$ cat config.mk
export PLATFORM = sky130hd
export DESIGN_NAME = uhcr_ctrl_regs_flat
export DESIGN_NICKNAME = d
export VERILOG_FILES = /design/src/logic/uhcr_pkg.sv /design/src/logic/uhcr_if.sv /design/src/logic/uhcr_ctrl_regs.sv /design/src/flat_wrapper.sv
export SDC_FILE = /design/constraint.sdc
export NUM_CORES = 1
export LEC_CHECK = 0
export BUFFER_PORTS_ARGS = -buffer_cell sky130_fd_sc_hd__buf_2
export CAP_MARGIN = 25
export CORE_MARGIN = 3
export CORE_UTILIZATION = 40
export DETAILED_ROUTE_END_ITERATION = 8
export MAX_ROUTING_LAYER = met4
export PLACE_DENSITY = 0.74
export SLEW_MARGIN = 10
export SYNTH_ARGS = -nofsm -noshare
export SYNTH_HDL_FRONTEND = slang
export SYNTH_SLANG_ARGS = --single-unit
$ cat constraint.sdc
create_clock -name clk_sys -period 1.3 [get_ports clk_sys]
set_input_delay 0.065 -clock clk_sys [delete_from_list [all_inputs] [get_ports clk_sys]]
set_output_delay 0.065 -clock clk_sys [all_outputs]
set_load 0.01 [all_outputs]
$ cat src/logic/uhcr_pkg.sv
// Constants shared by both ends of the host controller register port
package uhcr_pkg;
    // Register byte offsets
    localparam logic [15:0] OFS_CAPABILITY_PARAMETERS = 16'h0008;
    localparam logic [15:0] OFS_CONTROLLER_COMMAND    = 16'h0020;
    localparam logic [15:0] OFS_CONTROLLER_STATUS     = 16'h0024;
    localparam logic [15:0] OFS_INTERRUPT_ENABLE      = 16'h0028;
    // Capability fields
    localparam int          CAP_EXT_PTR_LSB  = 8;
    localparam int          CAP_ISO_LSB      = 4;
    localparam int          CAP_PARK_BIT     = 2;
    localparam int          CAP_PROGRAMMABLE_FRAME_LIST_FLAG_BIT     = 1;
    localparam logic [7:0]  RST_EXT_PTR      = 8'h00;
    localparam logic [3:0]  RST_ISO_THRESH   = 4'h8;
    localparam logic [31:0] RST_CAPABILITY   = 32'h0000_0086;
    // Command fields
    localparam int          CMD_RUN_BIT      = 0;
    localparam int          CMD_RESET_BIT    = 1;
    localparam int          CMD_FLS_LSB      = 2;
    localparam int          CMD_LIGHT_BIT    = 7;
    localparam logic [31:0] RST_COMMAND      = 32'h0008_0B00;
    localparam logic [31:0] CMD_KEEP_MASK    = 32'hFFFF_FF00;
    // Status fields
    localparam int          STS_PORT_BIT     = 2;
    localparam int          STS_ROLL_BIT     = 3;
    localparam logic [31:0] RST_STATUS       = 32'h0000_0000;
    localparam logic [31:0] RST_INTR_ENABLE  = 32'h0000_0000;
endpackage : uhcr_pkg

$ cat src/logic/uhcr_if.sv
// Register port joining software end and controller end
`timescale 1ns/1ps
interface uhcr_if;
    logic        wrStb;
    logic        rdStb;
    logic [15:0] addr;
    logic [31:0] wrData;
    logic [31:0] rdData;
    logic        rdValid;
    modport ctrl (input wrStb, rdStb, addr, wrData, output rdData, rdValid);
    modport sw   (output wrStb, rdStb, addr, wrData, input rdData, rdValid);
endinterface : uhcr_if

$ cat src/logic/uhcr_ctrl_regs.sv
// Controller end: capability, command, status and enable registers
`timescale 1ns/1ps
module uhcr_ctrl_regs #(
    parameter bit LIGHT_RESET_IMPL = 1'b1
) (
    // Clock and reset
    input  wire logic       clk_sys,
    input  wire logic       arst_n,
    // Register port
    uhcr_if.ctrl            bus,
    // Core events, same clock
    input  wire logic       indexWrap,
    input  wire logic       portChange,
    input  wire logic       resumeDetect,
    // Core controls
    output logic            runSchedule,
    output logic [1:0]      frameListSize,
    output logic            coreReset,
    output logic            lightReset
);
    // Register images
    logic [31:0] command;
    logic [31:0] status;
    logic [31:0] intrEnable;
    logic        rollFlag;
    logic        portFlag;
    // Decoded strobes
    logic        cmdWrite;
    logic        stsWrite;
    logic        intrWrite;
    logic        doReset;
    logic        doLight;
    logic        anyReset;
    // Next values
    logic        next_rollFlag;
    logic        next_portFlag;
    logic [31:0] next_command;

    // Address match against one register offset
    function automatic logic hitReg(input logic [15:0] a, input logic [15:0] ofs);
        hitReg = (a == ofs);
    endfunction : hitReg

    // Sticky flag update: event sets, written one clears, set wins
    function automatic logic stickyFlag(
        input logic cur,
        input logic setEvt,
        input logic clrWr
    );
        if (setEvt) begin
            stickyFlag = 1'b1;
        end else if (clrWr) begin
            stickyFlag = 1'b0;
        end else begin
            stickyFlag = cur;
        end
    endfunction : stickyFlag

    // Capability word built field by field, reserved bits zero
    function automatic logic [31:0] capWord();
        logic [31:0] w;
        w = 32'h0000_0000;
        w[uhcr_pkg::CAP_EXT_PTR_LSB +: 8] = uhcr_pkg::RST_EXT_PTR;
        w[uhcr_pkg::CAP_ISO_LSB +: 4] = uhcr_pkg::RST_ISO_THRESH;
        w[uhcr_pkg::CAP_PARK_BIT] = uhcr_pkg::RST_CAPABILITY[uhcr_pkg::CAP_PARK_BIT];
        w[uhcr_pkg::CAP_PROGRAMMABLE_FRAME_LIST_FLAG_BIT] = uhcr_pkg::RST_CAPABILITY[uhcr_pkg::CAP_PROGRAMMABLE_FRAME_LIST_FLAG_BIT];
        capWord = w;
    endfunction : capWord

    // Read decode; unmapped offsets answer zero
    function automatic logic [31:0] readWord(
        input logic [15:0] a,
        input logic [31:0] cmd,
        input logic [31:0] sts,
        input logic [31:0] ien
    );
        case (a)
            uhcr_pkg::OFS_CAPABILITY_PARAMETERS: readWord = capWord();
            uhcr_pkg::OFS_CONTROLLER_COMMAND:    readWord = cmd;
            uhcr_pkg::OFS_CONTROLLER_STATUS:     readWord = sts;
            uhcr_pkg::OFS_INTERRUPT_ENABLE:      readWord = ien;
            default:                             readWord = 32'h0000_0000;
        endcase
    endfunction : readWord

    // Write decode
    assign cmdWrite  = bus.wrStb && hitReg(bus.addr, uhcr_pkg::OFS_CONTROLLER_COMMAND);
    assign stsWrite  = bus.wrStb && hitReg(bus.addr, uhcr_pkg::OFS_CONTROLLER_STATUS);
    assign intrWrite = bus.wrStb && hitReg(bus.addr, uhcr_pkg::OFS_INTERRUPT_ENABLE);

    // Light reset only when the option is built in
    generate
        if (LIGHT_RESET_IMPL) begin : g_light
            assign doLight = cmdWrite && bus.wrData[uhcr_pkg::CMD_LIGHT_BIT];
        end else begin : g_no_light
            assign doLight = 1'b0;
        end
    endgenerate
    assign doReset  = cmdWrite && bus.wrData[uhcr_pkg::CMD_RESET_BIT];
    assign anyReset = doReset || doLight;

    // Command next value; reset strobes self-clear and read zero
    always_comb begin
        next_command = command;
        if (anyReset) begin
            next_command = uhcr_pkg::RST_COMMAND;
        end else if (cmdWrite) begin
            next_command = bus.wrData;
            next_command[uhcr_pkg::CMD_RESET_BIT] = 1'b0;
            next_command[uhcr_pkg::CMD_LIGHT_BIT] = 1'b0;
        end
    end

    // Command register
    always_ff @(posedge clk_sys or negedge arst_n) begin
        if (!arst_n) begin
            command <= uhcr_pkg::RST_COMMAND;
        end else begin
            command <= next_command;
        end
    end

    // Flag next values; any controller reset clears both
    always_comb begin
        next_rollFlag = stickyFlag(rollFlag, indexWrap,
                                   stsWrite && bus.wrData[uhcr_pkg::STS_ROLL_BIT]);
        next_portFlag = stickyFlag(portFlag, portChange || resumeDetect,
                                   stsWrite && bus.wrData[uhcr_pkg::STS_PORT_BIT]);
        if (anyReset) begin
            next_rollFlag = 1'b0;
            next_portFlag = 1'b0;
        end
    end

    // Rollover flag, sticky until cleared
    always_ff @(posedge clk_sys or negedge arst_n) begin
        if (!arst_n) begin
            rollFlag <= uhcr_pkg::RST_STATUS[uhcr_pkg::STS_ROLL_BIT];
        end else begin
            rollFlag <= next_rollFlag;
        end
    end

    // Port change flag, sticky until cleared
    always_ff @(posedge clk_sys or negedge arst_n) begin
        if (!arst_n) begin
            portFlag <= uhcr_pkg::RST_STATUS[uhcr_pkg::STS_PORT_BIT];
        end else begin
            portFlag <= next_portFlag;
        end
    end

    // Status word: controller flags only, other bits reserved
    always_comb begin
        status = uhcr_pkg::RST_STATUS;
        status[uhcr_pkg::STS_ROLL_BIT] = rollFlag;
        status[uhcr_pkg::STS_PORT_BIT] = portFlag;
    end

    // Reserved enable word, no function
    always_ff @(posedge clk_sys or negedge arst_n) begin
        if (!arst_n) begin
            intrEnable <= uhcr_pkg::RST_INTR_ENABLE;
        end else if (intrWrite) begin
            intrEnable <= bus.wrData;
        end
    end

    // Read data, held until the next read
    always_ff @(posedge clk_sys or negedge arst_n) begin
        if (!arst_n) begin
            bus.rdData <= 32'h0000_0000;
        end else if (bus.rdStb) begin
            bus.rdData <= readWord(bus.addr, command, status, intrEnable);
        end
    end

    // Read answer pulse, one cycle after the strobe
    always_ff @(posedge clk_sys or negedge arst_n) begin
        if (!arst_n) begin
            bus.rdValid <= 1'b0;
        end else begin
            bus.rdValid <= bus.rdStb;
        end
    end

    // Schedule run level, stopped by any controller reset
    always_ff @(posedge clk_sys or negedge arst_n) begin
        if (!arst_n) begin
            runSchedule <= 1'b0;
        end else if (anyReset) begin
            runSchedule <= 1'b0;
        end else if (cmdWrite) begin
            runSchedule <= bus.wrData[uhcr_pkg::CMD_RUN_BIT];
        end
    end

    // Frame list size handed to the schedule engine
    always_ff @(posedge clk_sys or negedge arst_n) begin
        if (!arst_n) begin
            frameListSize <= 2'b00;
        end else if (anyReset) begin
            frameListSize <= 2'b00;
        end else if (cmdWrite) begin
            frameListSize <= bus.wrData[uhcr_pkg::CMD_FLS_LSB +: 2];
        end
    end

    // One-cycle reset pulses to the core
    always_ff @(posedge clk_sys or negedge arst_n) begin
        if (!arst_n) begin
            coreReset  <= 1'b0;
            lightReset <= 1'b0;
        end else begin
            coreReset  <= doReset;
            lightReset <= doLight;
        end
    end
endmodule : uhcr_ctrl_regs

$ cat src/flat_wrapper.sv
// flat-port wrapper written by rule: the top's interface ports become plain ports
module uhcr_ctrl_regs_flat 
#(
    parameter bit LIGHT_RESET_IMPL = 1'b1
)
  (clk_sys, arst_n, indexWrap, portChange, resumeDetect, runSchedule, frameListSize, coreReset, lightReset, bus_wrStb, bus_rdStb, bus_addr, bus_wrData, bus_rdData, bus_rdValid);
  uhcr_if bus_i ();
  input  wire logic clk_sys;
  input  wire logic arst_n;
  input  wire logic indexWrap;
  input  wire logic portChange;
  input  wire logic resumeDetect;
  output logic runSchedule;
  output logic [1:0] frameListSize;
  output logic coreReset;
  output logic lightReset;
  input wire logic [$bits(bus_i.wrStb)-1:0] bus_wrStb;
  input wire logic [$bits(bus_i.rdStb)-1:0] bus_rdStb;
  input wire logic [$bits(bus_i.addr)-1:0] bus_addr;
  input wire logic [$bits(bus_i.wrData)-1:0] bus_wrData;
  output wire logic [$bits(bus_i.rdData)-1:0] bus_rdData;
  output wire logic [$bits(bus_i.rdValid)-1:0] bus_rdValid;
  assign bus_i.wrStb = bus_wrStb;
  assign bus_i.rdStb = bus_rdStb;
  assign bus_i.addr = bus_addr;
  assign bus_i.wrData = bus_wrData;
  assign bus_rdData = bus_i.rdData;
  assign bus_rdValid = bus_i.rdValid;
  uhcr_ctrl_regs #(.LIGHT_RESET_IMPL(LIGHT_RESET_IMPL)) u_core (.clk_sys(clk_sys), .arst_n(arst_n), .bus(bus_i), .indexWrap(indexWrap), .portChange(portChange), .resumeDetect(resumeDetect), .runSchedule(runSchedule), .frameListSize(frameListSize), .coreReset(coreReset), .lightReset(lightReset));
endmodule
* Word level (Yosys, flattened, before mapping)
Cells that the tools add are included.
** Storage, ports and cells
- Bits in registers :: 104
- Bits in latches :: 0
- Memory bits (writable) :: 0
- Memory bits (read-only) :: 0
- Bits of input ports :: 55
- Output and inout bits :: 38
- Word-level logic and storage cells :: 39
- Memories :: 0
** Cells by class
- Add/sub/neg operators :: 0
- Multipliers :: 0
- Div/mod/pow operators :: 0
- Order comparisons :: 0
- Equality and inequality tests :: 4
- Shifts and indexed selects :: 0
- Multiplexer cells :: 13
- Bitwise gates (word level) :: 0
- Reductions and logical operators :: 12
** Operators by type and width (number)
- $pmux W32 S4 :: 1
- $mux W32 :: 2
- $eq A16 B6 Y1 const B :: 3
- $eq A16 B4 Y1 const B :: 1
- $mux W1 :: 8
- $logic_and A1 B1 Y1 :: 7
- $reduce_bool A3 Y1 :: 2
- $mux W2 :: 2
- $logic_or A1 B1 Y1 :: 2
- $reduce_bool A2 Y1 :: 1

* Logic depth before layout (Yosys ltp)
Gate-level depths: netlist (run 1).
- Depth after elaboration :: 6
- Mapped depth :: 6

* Worst setup path before layout (run 1)
No wires, ideal clock.
- Kind :: input -> register
- From :: input bus_addr[4]
- To :: register u_core.intrEnable[10]
- Arrival time :: 1364 ps
- Slack :: -189 ps
- Stages :: 5
- Path through :: nor4_4 nand4b_4 nor3_4 buf_4 mux2_2
** On the way
- Word-level cells in the longest chain between the ends :: 2
** RTL lines
- start, declared :: RTL line flat_wrapper.sv:19 : input wire logic [$bits(bus_i.addr)-1:0] bus_addr;
- $eq A16 B6 Y1 :: RTL line uhcr_ctrl_regs.sv:41 : hitReg = (a == ofs);
- $logic_and A1 B1 Y1 :: RTL line uhcr_ctrl_regs.sv:89 : assign intrWrite = bus.wrStb && hitReg(bus.addr, uhcr_pkg::OFS_INTERRUPT_ENABLE);
- end signal, assigned :: RTL line uhcr_ctrl_regs.sv:163 : intrEnable <= uhcr_pkg::RST_INTR_ENABLE;
- end signal, assigned :: RTL line uhcr_ctrl_regs.sv:165 : intrEnable <= bus.wrData;
- end, declared :: RTL line uhcr_ctrl_regs.sv:24 : logic [31:0] intrEnable;
No other way between the ends.
A chain may end at the register's enable or synchronous reset.

* Worst setup path after layout (run 1)
- From :: input bus_addr[10]
- To :: register u_core.intrEnable[4]
The elaborated chain is that of the path after synthesis.

==> metrics.md, run 1 <==
| Metric | Value |
|---|---|
| Outcome | `finished, final reports clean` |
| Slew @ Worst Pin | `371.0 ps` |
| GRT Total Usage | `19.02%` |
| Cell Area, Synth | `4398 um2` |
| Worst path bufs/invs | `3` |
| Post-synth cell types | `39` |
| Worst-path clk slew | `90 ps` |
| Crit start category | `primary input` |
| Die width | `110.9 um` |
| Worst R2R Path Depth | `3` |
| Initial antenna violation count | `0` |
| RSZ-0062 raised after global routing | `true` |
| Detail Route Antenna Nets | `0` |
| Cell with the most instances after synthesis | `dfrtp_1` |
| Row cnt | `37` |
| Highest achievable clock rate | `0.7721 GHz` |
| CP cell instances | `buf_2 > nor4_4 > nand3_1 > nor3_4 > buf_4 > clkbuf_16 > mux2_2` |
| Via density | `5.179` |
| Arrival time at the worst endpoint | `1550 ps` |
| Total Die Area | `12,290 um2` |
| Reg-to-Reg End | `u_core.bus.rdData[3]$_DFFE_PN0P_` |
| Share of layout cells above drive strength 1 | `42.42%` |
| Fin crit period | `1295 ps` |
| Synth top cells by count | `dfrtp_1, o21ai_0, mux2_2` |
| Worst VDD drop | `0.6676 mV` |
| WS Path Type | `in2reg` |
| Register area share after synthesis | `56.44%` |
| CTS root buf | `clkbuf_8` |
| DRT iter0 DRCs | `87` |
| Core area | `10,510 um2` |
| Yosys reg bits | `99` |
| Setup violators final | `0` |
| Clock Latency Late Sink | `360 ps` |
| CP max FO | `11` |
| Synth Net Count | `404` |
| Syn Inst Count | `349` |
| Final non-filler cell total | `631` |
| Largest net degree at the start of global routing | `41` |
| Slew Viols, Final | `0` |
| Synth area leader | `dfrtp_1` |
| Clk buf depth | `2` |
| Yosys top cell area share | `54.05%` |
| Antenna Cells | `0` |
| DR pass1 iterations | `4` |
| CTS Buf Count | `9` |
| Final Hold Vio Count | `0` |
| Routed WL | `11,230 um` |
| Hold path start | `bus_addr[5]` |
| Final Cycle Share | `99.63%` |
| Clock Sinks | `99` |
| H-tree depth | `3` |
| FILL cells | `886` |
| Origin of the critical flop-to-flop path | `u_core.command[3]$_DFFE_PN0P_` |
| Worst Hold Endpoint | `u_core.bus.rdData[3]$_DFFE_PN0P_` |
| Total Power | `0.005339 W` |
| Via Count | `3,268` |
| Critical Path Max Stage Delay | `340 ps` |
| Primary FF master, synth | `dfrtp_1` |
| CP top delay family | `simple AND/OR/NAND/NOR gates` |
| Hold path depth | `2` |
| Pwr Density | `910.9 nW/um2` |
| Nets | `545` |
| Worst reg-to-reg setup slack | `280 ps` |
| Post-synth EDFFs | `0` |
| Port buffer count | `92` |
| MaxCap Viol Count | `0` |
| Remaining DRCs | `0` |
| I/O pins | `93` |
| Initial Utilization | `41.85%` |
| GP Congestion | `0.8112` |
| Area Overhead vs Synth | `33.26%` |
| Die Y | `110.9 um` |
| Max-slew headroom | `75.26%` |
| First-pass GRT wire length | `18,360 um` |
| Worst hold path type | `in2reg` |
| Post-synth ARST share | `100.0%` |
| Worst setup EP type | `flop` |
| Placed cells | `574` |
| CTS tree | `done` |
| Syn avg cell area | `12.60 um2` |
| Synth area leaders | `dfrtp_1, mux2_2, mux2i_1` |
| Leakage | `2.829 nW` |
| Worst Skew | `8.597 ps` |
| Post-detail-place hpwl | `7584 um` |
| Total congestion overflow | `0` |
| Worst path slowest cell | `mux2_2` |
| YS warnings | `0` |
| DR WL/cell | `17.79 um` |
| WP data required | `1550 ps` |
| Vias in the first global route | `3,615` |
## area by class of cell
type                            instances  area (um2)  share of cell area (%)
Sequential cell                        99        2482                   42.36
Timing Repair Buffer                  158        1179                   20.11
Inverter                                5       18.77                  0.3202
Clock buffer                           10       137.6                   2.348
Tap cell                              136       170.2                   2.903
Multi-Input combinational cell        217        1834                   31.30
Clock inverter                          6       38.79                  0.6618
## power by group
group          total (W)  switching (W)  internal (W)  leakage, nW
Sequential       0.00308    0.000000793       0.00308         1.36
Clock            0.00180        0.00105      0.000745       0.0885
Combinational   0.000460       0.000241      0.000219         1.38
Total            0.00534        0.00130       0.00404         2.83
## cell families after synthesis
logic type             count (synthesis)  share of synthesized area, %
AOI/OAI and AO/OA                    100                         17.50
DFF                                   99                         56.44
muxes                                 62                         15.02
and+or+nand+nor                       55                         6.800
buffers and inverters                 33                         4.239
## metrics by stage
stage,worst slack [ps],hold slack [ps],instance area [um2],util [%],TNS (ps)
final,4.842,27.32,5861,55.77,0
after global routing,-45.87,31.46,5861,55.77,-594.0
after CTS,-3.512,11.23,5751,54.72,-3.512
after detailed placement,-400.7,8.127,5200,49.48,-31220
after global placement,-325.9,-0.1143,5200,49.48,-25690
after floorplan,-155.5,-230.6,4468,-,-7710
## layout by cell type (no fill, tap or decap), types with 2 or more instances in the layout
master / count
or2_2: 2
mux2_2: 20
nor2_1: 10
o32ai_1: 3
clkinvlp_4: 2
dfstp_2: 4
mux2i_1: 30
nand3_1: 2
clkinv_2: 3
buf_12: 8
nor4_4: 2
buf_4: 20
buf_6: 2
o21ai_0: 55
dfrtp_1: 95
mux2_4: 11
clkbuf_8: 10
and2_1: 3
buf_2: 90
nand2_1: 29
dlygate4sd3_1: 37
o2bb2ai_2: 28
inv_1: 4
o21ai_1: 5
## state kept, by name, summed over array words and instances (netlist names)
signal                cells
u_core.bus.rdData        32
u_core.intrEnable        32
u_core.command           29
u_core.bus.rdValid        1
u_core.coreReset          1
u_core.frameListSize      1
u_core.lightReset         1
u_core.portFlag           1
u_core.rollFlag           1
## worst max-delay path by stage
| stage | end | slack [ps] | start | cells after the start |
|---|---|---|---|---|
| floorplan | u_core.intrEnable[10]$_DFFE_PN0P_ | -160 | bus_addr[4] | 5 |
| global placement | u_core.bus.rdData[17]$_DFFE_PN0P_ | -330 | bus_addr[4] | 6 |
| detailed placement | u_core.bus.rdData[31]$_DFFE_PN0P_ | -400 | bus_addr[4] | 6 |
| CTS | u_core.bus.rdData[25]$_DFFE_PN0P_ | -4 | bus_addr[4] | 6 |
| global route | u_core.intrEnable[18]$_DFFE_PN0P_ | -50 | bus_addr[7] | 7 |
| finish | u_core.intrEnable[4]$_DFFE_PN0P_ | 5 | bus_addr[10] | 7 |
## timing repair
item	4_1_cts	5_1_grt
gates cloned	0	1
endpoints found under the hold margin	162	0
setup endpoints to repair	2	59
pin swaps	0	1
buffers inserted	0	3
hold buffers	37	0
gates resized for setup	1	19
## per-layer routing
layer / global-route usage, % / up-vias / wire, um
met5: - / - / 0
met4: 5.911 / 0 / 151
met3: 3.548 / 16 / 496
met2: 30.87 / 83 / 5462
met1: 24.34 / 1628 / 5115
li1: - / 1541 / -
(Power assumes the default switching activity.)
==> run 2, diff against run 1 <==
--- a/config.mk
+++ b/config.mk
@@ -8,10 +8,10 @@
 export BUFFER_PORTS_ARGS = -buffer_cell sky130_fd_sc_hd__buf_2
 export CAP_MARGIN = 25
 export CORE_MARGIN = 3
-export CORE_UTILIZATION = 40
+export CORE_UTILIZATION = 30
 export DETAILED_ROUTE_END_ITERATION = 8
 export MAX_ROUTING_LAYER = met4
-export PLACE_DENSITY = 0.74
+export PLACE_DENSITY = 0.61
 export SLEW_MARGIN = 10
 export SYNTH_ARGS = -nofsm -noshare
 export SYNTH_HDL_FRONTEND = slang
==> metrics.md, run 2 (same netlist as run 1, synthesis figures left out) <==
| Metric | Value |
|---|---|
| Worst path slowest cell | `nor4_4` |
| Setup violators final | `0` |
| Worst R2R Path Depth | `3` |
| Most frequent cells in the layout | `dfrtp_1, buf_2, o21ai_0` |
| Die Y | `127.1 um` |
| Nets | `549` |
| Critical Path Max Stage Delay | `330 ps` |
| Clk buf depth | `2` |
| Row cnt | `43` |
| Core area | `14,100 um2` |
| Worst VDD drop | `0.4867 mV` |
| Fin crit period | `1283 ps` |
| Total Die Area | `16,150 um2` |
| H-tree depth | `3` |
| WP data required | `1530 ps` |
| Worst reg-to-reg setup slack | `290 ps` |
| RSZ-0062 raised after global routing | `true` |
| First-pass GRT wire length | `18,420 um` |
| Worst hold path type | `in2reg` |
| DR WL/cell | `17.51 um` |
| Slew Viols, Final | `0` |
| Area Overhead vs Synth | `38.98%` |
| Outcome | `finished, final reports clean` |
| Detail Route Antenna Nets | `0` |
| Leakage | `2.909 nW` |
| CP cell instances | `buf_2 > nor4_4 > nand4b_4 > nor3_4 > buf_4 > clkbuf_16 > mux2_2` |
| Via Count | `3,341` |
| Post-detail-place hpwl | `8056 um` |
| Largest net degree at the start of global routing | `34` |
| Routed WL | `11,890 um` |
| Pwr Density | `1035 nW/um2` |
| Max-slew headroom | `68.86%` |
| FILL cells | `1,342` |
| Worst-path clk slew | `70 ps` |
| Placed cells | `620` |
| Arrival time at the worst endpoint | `1510 ps` |
| Layout Utilization | `43.36%` |
| Area of the multi-input gates | `1857 um2` |
| MaxCap Viol Count | `0` |
| Hold path start | `resumeDetect` |
| Total Power | `0.006327 W` |
| Hold path depth | `3` |
| Sequential cell area | `2482 um2` |
| Total congestion overflow | `0` |
| Setup TNS | `0 ps` |
| Initial Utilization | `31.20%` |
| GP Congestion | `0.7921` |
| Die width | `127.1 um` |
| Worst Skew | `5.904 ps` |
| CTS tree | `done` |
| Worst Hold Endpoint | `u_core.portFlag$_DFFE_PN0P_` |
| Clock Sinks | `99` |
| Origin of the critical flop-to-flop path | `u_core.command[3]$_DFFE_PN0P_` |
| Clock Latency Late Sink | `340 ps` |
| I/O pins | `93` |
| CTS root buf | `clkbuf_16` |
| Vias in the first global route | `3,611` |
| DRT iter0 DRCs | `165` |
| Final non-filler cell total | `679` |
| Initial antenna violation count | `0` |
| Worst setup EP type | `flop` |
| Reg-to-Reg End | `u_core.bus.rdData[3]$_DFFE_PN0P_` |
| Slew @ Worst Pin | `467.1 ps` |
| GRT Total Usage | `14.74%` |
| WS Path Type | `in2reg` |
| Via density | `4.920` |
| DR pass1 iterations | `5` |
| Final Hold Vio Count | `0` |
| Share of layout cells above drive strength 1 | `43.69%` |
| Highest achievable clock rate | `0.7792 GHz` |
| Antenna Cells | `0` |
| Crit start category | `primary input` |
| Port buffer count | `92` |
| CP max FO | `9` |
| Remaining DRCs | `0` |
| Final Cycle Share | `98.72%` |
| Commonest non-fill, non-tap cell in the layout | `dfrtp_1` |
| Largest registers | `u_core.bus.rdData x32, u_core.intrEnable x32, u_core.command x29` |
| CTS Buf Count | `9` |
## run 2: cell type report
class                      count  area share [%]
clock buffer                  11           4.135
clock inverter                 5          0.9621
inverter                       5          0.3071
multi-input combinational    217           30.38
sequential                    99           40.61
tap                          180           3.685
timing repair buffer         162           19.92
## run 2: per-stage QoR
| step | hold slack (ps) | setup WS (ps) | instance area, um2 |
|---|---|---|---|
| after floorplan | -230.6 | -155.5 | 4468 |
| after global placement | -7.840 | -323.2 | 5270 |
| after detailed placement | -0.8651 | -403.6 | 5270 |
| after CTS | -18.40 | -1.777 | 5942 |
| after global routing | 36.00 | -41.28 | 6112 |
| final | 7.016 | 16.64 | 6112 |
## run 2: worst max-delay path: cells and delay by family
| kind | cells | cell delay, ps |
|---|---|---|
| and+or+nand+nor | 3 | 680 |
| buffers and inverters | 3 | 420 |
| muxes | 1 | 330 |
## run 2: worst max path at each step
stage	slack, ps	depth (start not counted)	from	to
after global routing	-40	7	bus_addr[13]	u_core.command[15]$_DFFE_PN0P_
after floorplan	-160	5	bus_addr[4]	u_core.intrEnable[10]$_DFFE_PN0P_
final	20	7	bus_addr[7]	u_core.intrEnable[29]$_DFFE_PN0P_
after detailed placement	-400	6	bus_addr[4]	u_core.bus.rdData[17]$_DFFE_PN0P_
after CTS	-2	6	bus_addr[10]	u_core.intrEnable[18]$_DFFE_PN0P_
after global placement	-320	6	bus_addr[4]	u_core.bus.rdData[22]$_DFFE_PN0P_
## run 2: power by group
group / total (W) / internal, W / switching, W
logic: 0.000474 / 0.000224 / 0.000250
registers: 0.00308 / 0.00308 / 0.000000599
clock network: 0.00277 / 0.00160 / 0.00117
## run 2: repair_timing
action | in CTS | in global routing
setup buffers | 1 | 4
gates cloned | 0 | 2
hold buffers | 35 | 1
pin swaps | 1 | 2
hold endpoints to repair | 158 | 2
resized for setup | 2 | 38
endpoints found under the setup margin | 45 | 55
## run 2: layer usage
metal	share of wire, %	up-vias	global-route usage [%]
met4	1.4	0	4.606
li1	-	1547	-
met5	0	-	-
met2	49	98	23.57
met3	4.2	12	2.843
met1	46	1684	19.06
==> run 3, diff against run 2 <==
--- a/config.mk
+++ b/config.mk
@@ -11,7 +11,7 @@
 export CORE_UTILIZATION = 30
 export DETAILED_ROUTE_END_ITERATION = 8
 export MAX_ROUTING_LAYER = met4
-export PLACE_DENSITY = 0.61
+export PLACE_DENSITY_LB_ADDON = 0.2
 export SLEW_MARGIN = 10
 export SYNTH_ARGS = -nofsm -noshare
 export SYNTH_HDL_FRONTEND = slang
==> metrics.md, run 3 (same netlist as run 1, synthesis figures left out) <==
| Metric | Value |
|---|---|
| Outcome | `finished, final reports clean` |
| Layout Utilization | `43.88%` |
| Setup WS post-layout | `1.592 ps` |
| DR WL/cell | `17.52 um` |
| Slew Viols, Final | `0` |
| Row cnt | `43` |
| RSZ-0062 raised after global routing | `true` |
| Antenna Cells | `0` |
| Arrival time at the worst endpoint | `1530 ps` |
| Leakage | `2.955 nW` |
| Fin crit period | `1298 ps` |
| Worst reg-to-reg setup slack | `310 ps` |
| Area of the multi-input gates | `1914 um2` |
| Worst hold path type | `in2reg` |
| Total Die Area | `16,150 um2` |
| CTS root buf | `clkbuf_16` |
| Commonest non-fill, non-tap cell in the layout | `dfrtp_1` |
| Largest net degree at the start of global routing | `60` |
| CP max FO | `22` |
| Post-detail-place hpwl | `7537 um` |
| Highest achievable clock rate | `0.7702 GHz` |
| DRT iter0 DRCs | `157` |
| WP data required | `1530 ps` |
| Detail Route Antenna Nets | `0` |
| Worst-path clk slew | `70 ps` |
| Via density | `4.851` |
| WS Path Type | `in2reg` |
| CTS tree | `done` |
| Max-slew headroom | `67.83%` |
| Vias in the first global route | `3,443` |
| Die width | `127.1 um` |
| Die Y | `127.1 um` |
| Remaining DRCs | `0` |
| Total Power | `0.006409 W` |
| Clock Sinks | `99` |
| Clock Latency Late Sink | `350 ps` |
| DR pass1 iterations | `4` |
| Share of layout cells above drive strength 1 | `49.30%` |
| Routed WL | `11,890 um` |
| Via Count | `3,294` |
| Port buffer count | `92` |
| First-pass GRT wire length | `18,750 um` |
| Total congestion overflow | `0` |
| Area Overhead vs Synth | `40.65%` |
| Final Cycle Share | `99.88%` |
| Most frequent cells in the layout | `dfrtp_1, buf_2, dlygate4sd3_1` |
| Crit start category | `primary input` |
| Clk buf depth | `2` |
| MaxCap Viol Count | `0` |
| FILL cells | `1,365` |
| Pwr Density | `1036 nW/um2` |
| H-tree depth | `3` |
| Worst VDD drop | `0.4922 mV` |
| CTS Buf Count | `9` |
| I/O pins | `93` |
| Initial Utilization | `31.20%` |
| Worst setup EP type | `flop` |
| GRT Total Usage | `15.41%` |
| Final Hold Vio Count | `0` |
| Largest registers | `u_core.bus.rdData x32, u_core.intrEnable x32, u_core.command x29` |
| Setup violators final | `0` |
| Sequential cell area | `2482 um2` |
| GP Congestion | `0.7174` |
| Pre-CTS setup slack | `-410.1 ps` |
| Core area | `14,100 um2` |
| Slew @ Worst Pin | `482.5 ps` |
| Worst Skew | `4.721 ps` |
| Initial antenna violation count | `0` |
| Nets | `549` |
[run 3: stage by stage]
stage | setup TNS (ps) | cell area (um2) | hold slack, ps | instances
after floorplan | -7710 | 4468 | -230.6 | 349
after global placement | -30140 | 5243 | -65.88 | 618
after detailed placement | -34950 | 5243 | -67.39 | 618
after CTS | -78.76 | 5944 | 2.811 | 672
after global routing | -1615 | 6186 | 26.07 | 679
final | 0 | 6186 | 5.492 | 679
[run 3: final cells by class]
class,count,area share (%)
tap,180,3.641
sequential,99,40.13
timing repair buffer,162,19.84
inverter,5,0.3034
clock inverter,7,1.497
multi-input combinational,217,30.95
clock buffer,9,3.641
[run 3: critical path, cell delays in order]
cell and delay (ps):
buf_2 110, nor4_4 320, nand4b_4 200, nor3_4 230, buf_12 230, mux2_2 350
[run 3: power breakdown]
group	internal, W	total [W]	switching [W]
sequential	0.00308	0.00308	0.000000815
combinational	0.000218	0.000469	0.000252
clock	0.00168	0.00286	0.00118
[run 3: final timing paths]
kind | startpoint | to | cells past startpoint
setup / recovery | bus_addr[7] | u_core.intrEnable[13]$_DFFE_PN0P_ | 6
hold / removal | portChange | u_core.portFlag$_DFFE_PN0P_ | 3
hold reg to reg | u_core.command[6]$_DFFE_PN0P_ | u_core.command[6]$_DFFE_PN0P_ | 2
max in group asynchronous | arst_n | u_core.command[8]$_DFFE_PN1P_ | 3
min in group asynchronous | arst_n | u_core.intrEnable[29]$_DFFE_PN0P_ | 2
setup reg to reg | u_core.command[3]$_DFFE_PN0P_ | u_core.bus.rdData[3]$_DFFE_PN0P_ | 3
[run 3: metal layers]
metal | up-vias | routed length, um | track usage [%]
met5 | - | 0 | -
met4 | 0 | 182 | 5.300
met3 | 11 | 458 | 2.717
met2 | 71 | 5617 | 23.72
met1 | 1654 | 5636 | 20.66
li1 | 1558 | - | -
[run 3: timing repair]
action | 4_1_cts | 5_1_grt
pin swaps | 2 | 20
cloned | 0 | 3
endpoints found under the setup margin | 56 | 71
hold buffers | 35 | 0
gates resized for setup | 8 | 64
buffers inserted | 3 | 4
endpoints found under the hold margin | 158 | 0
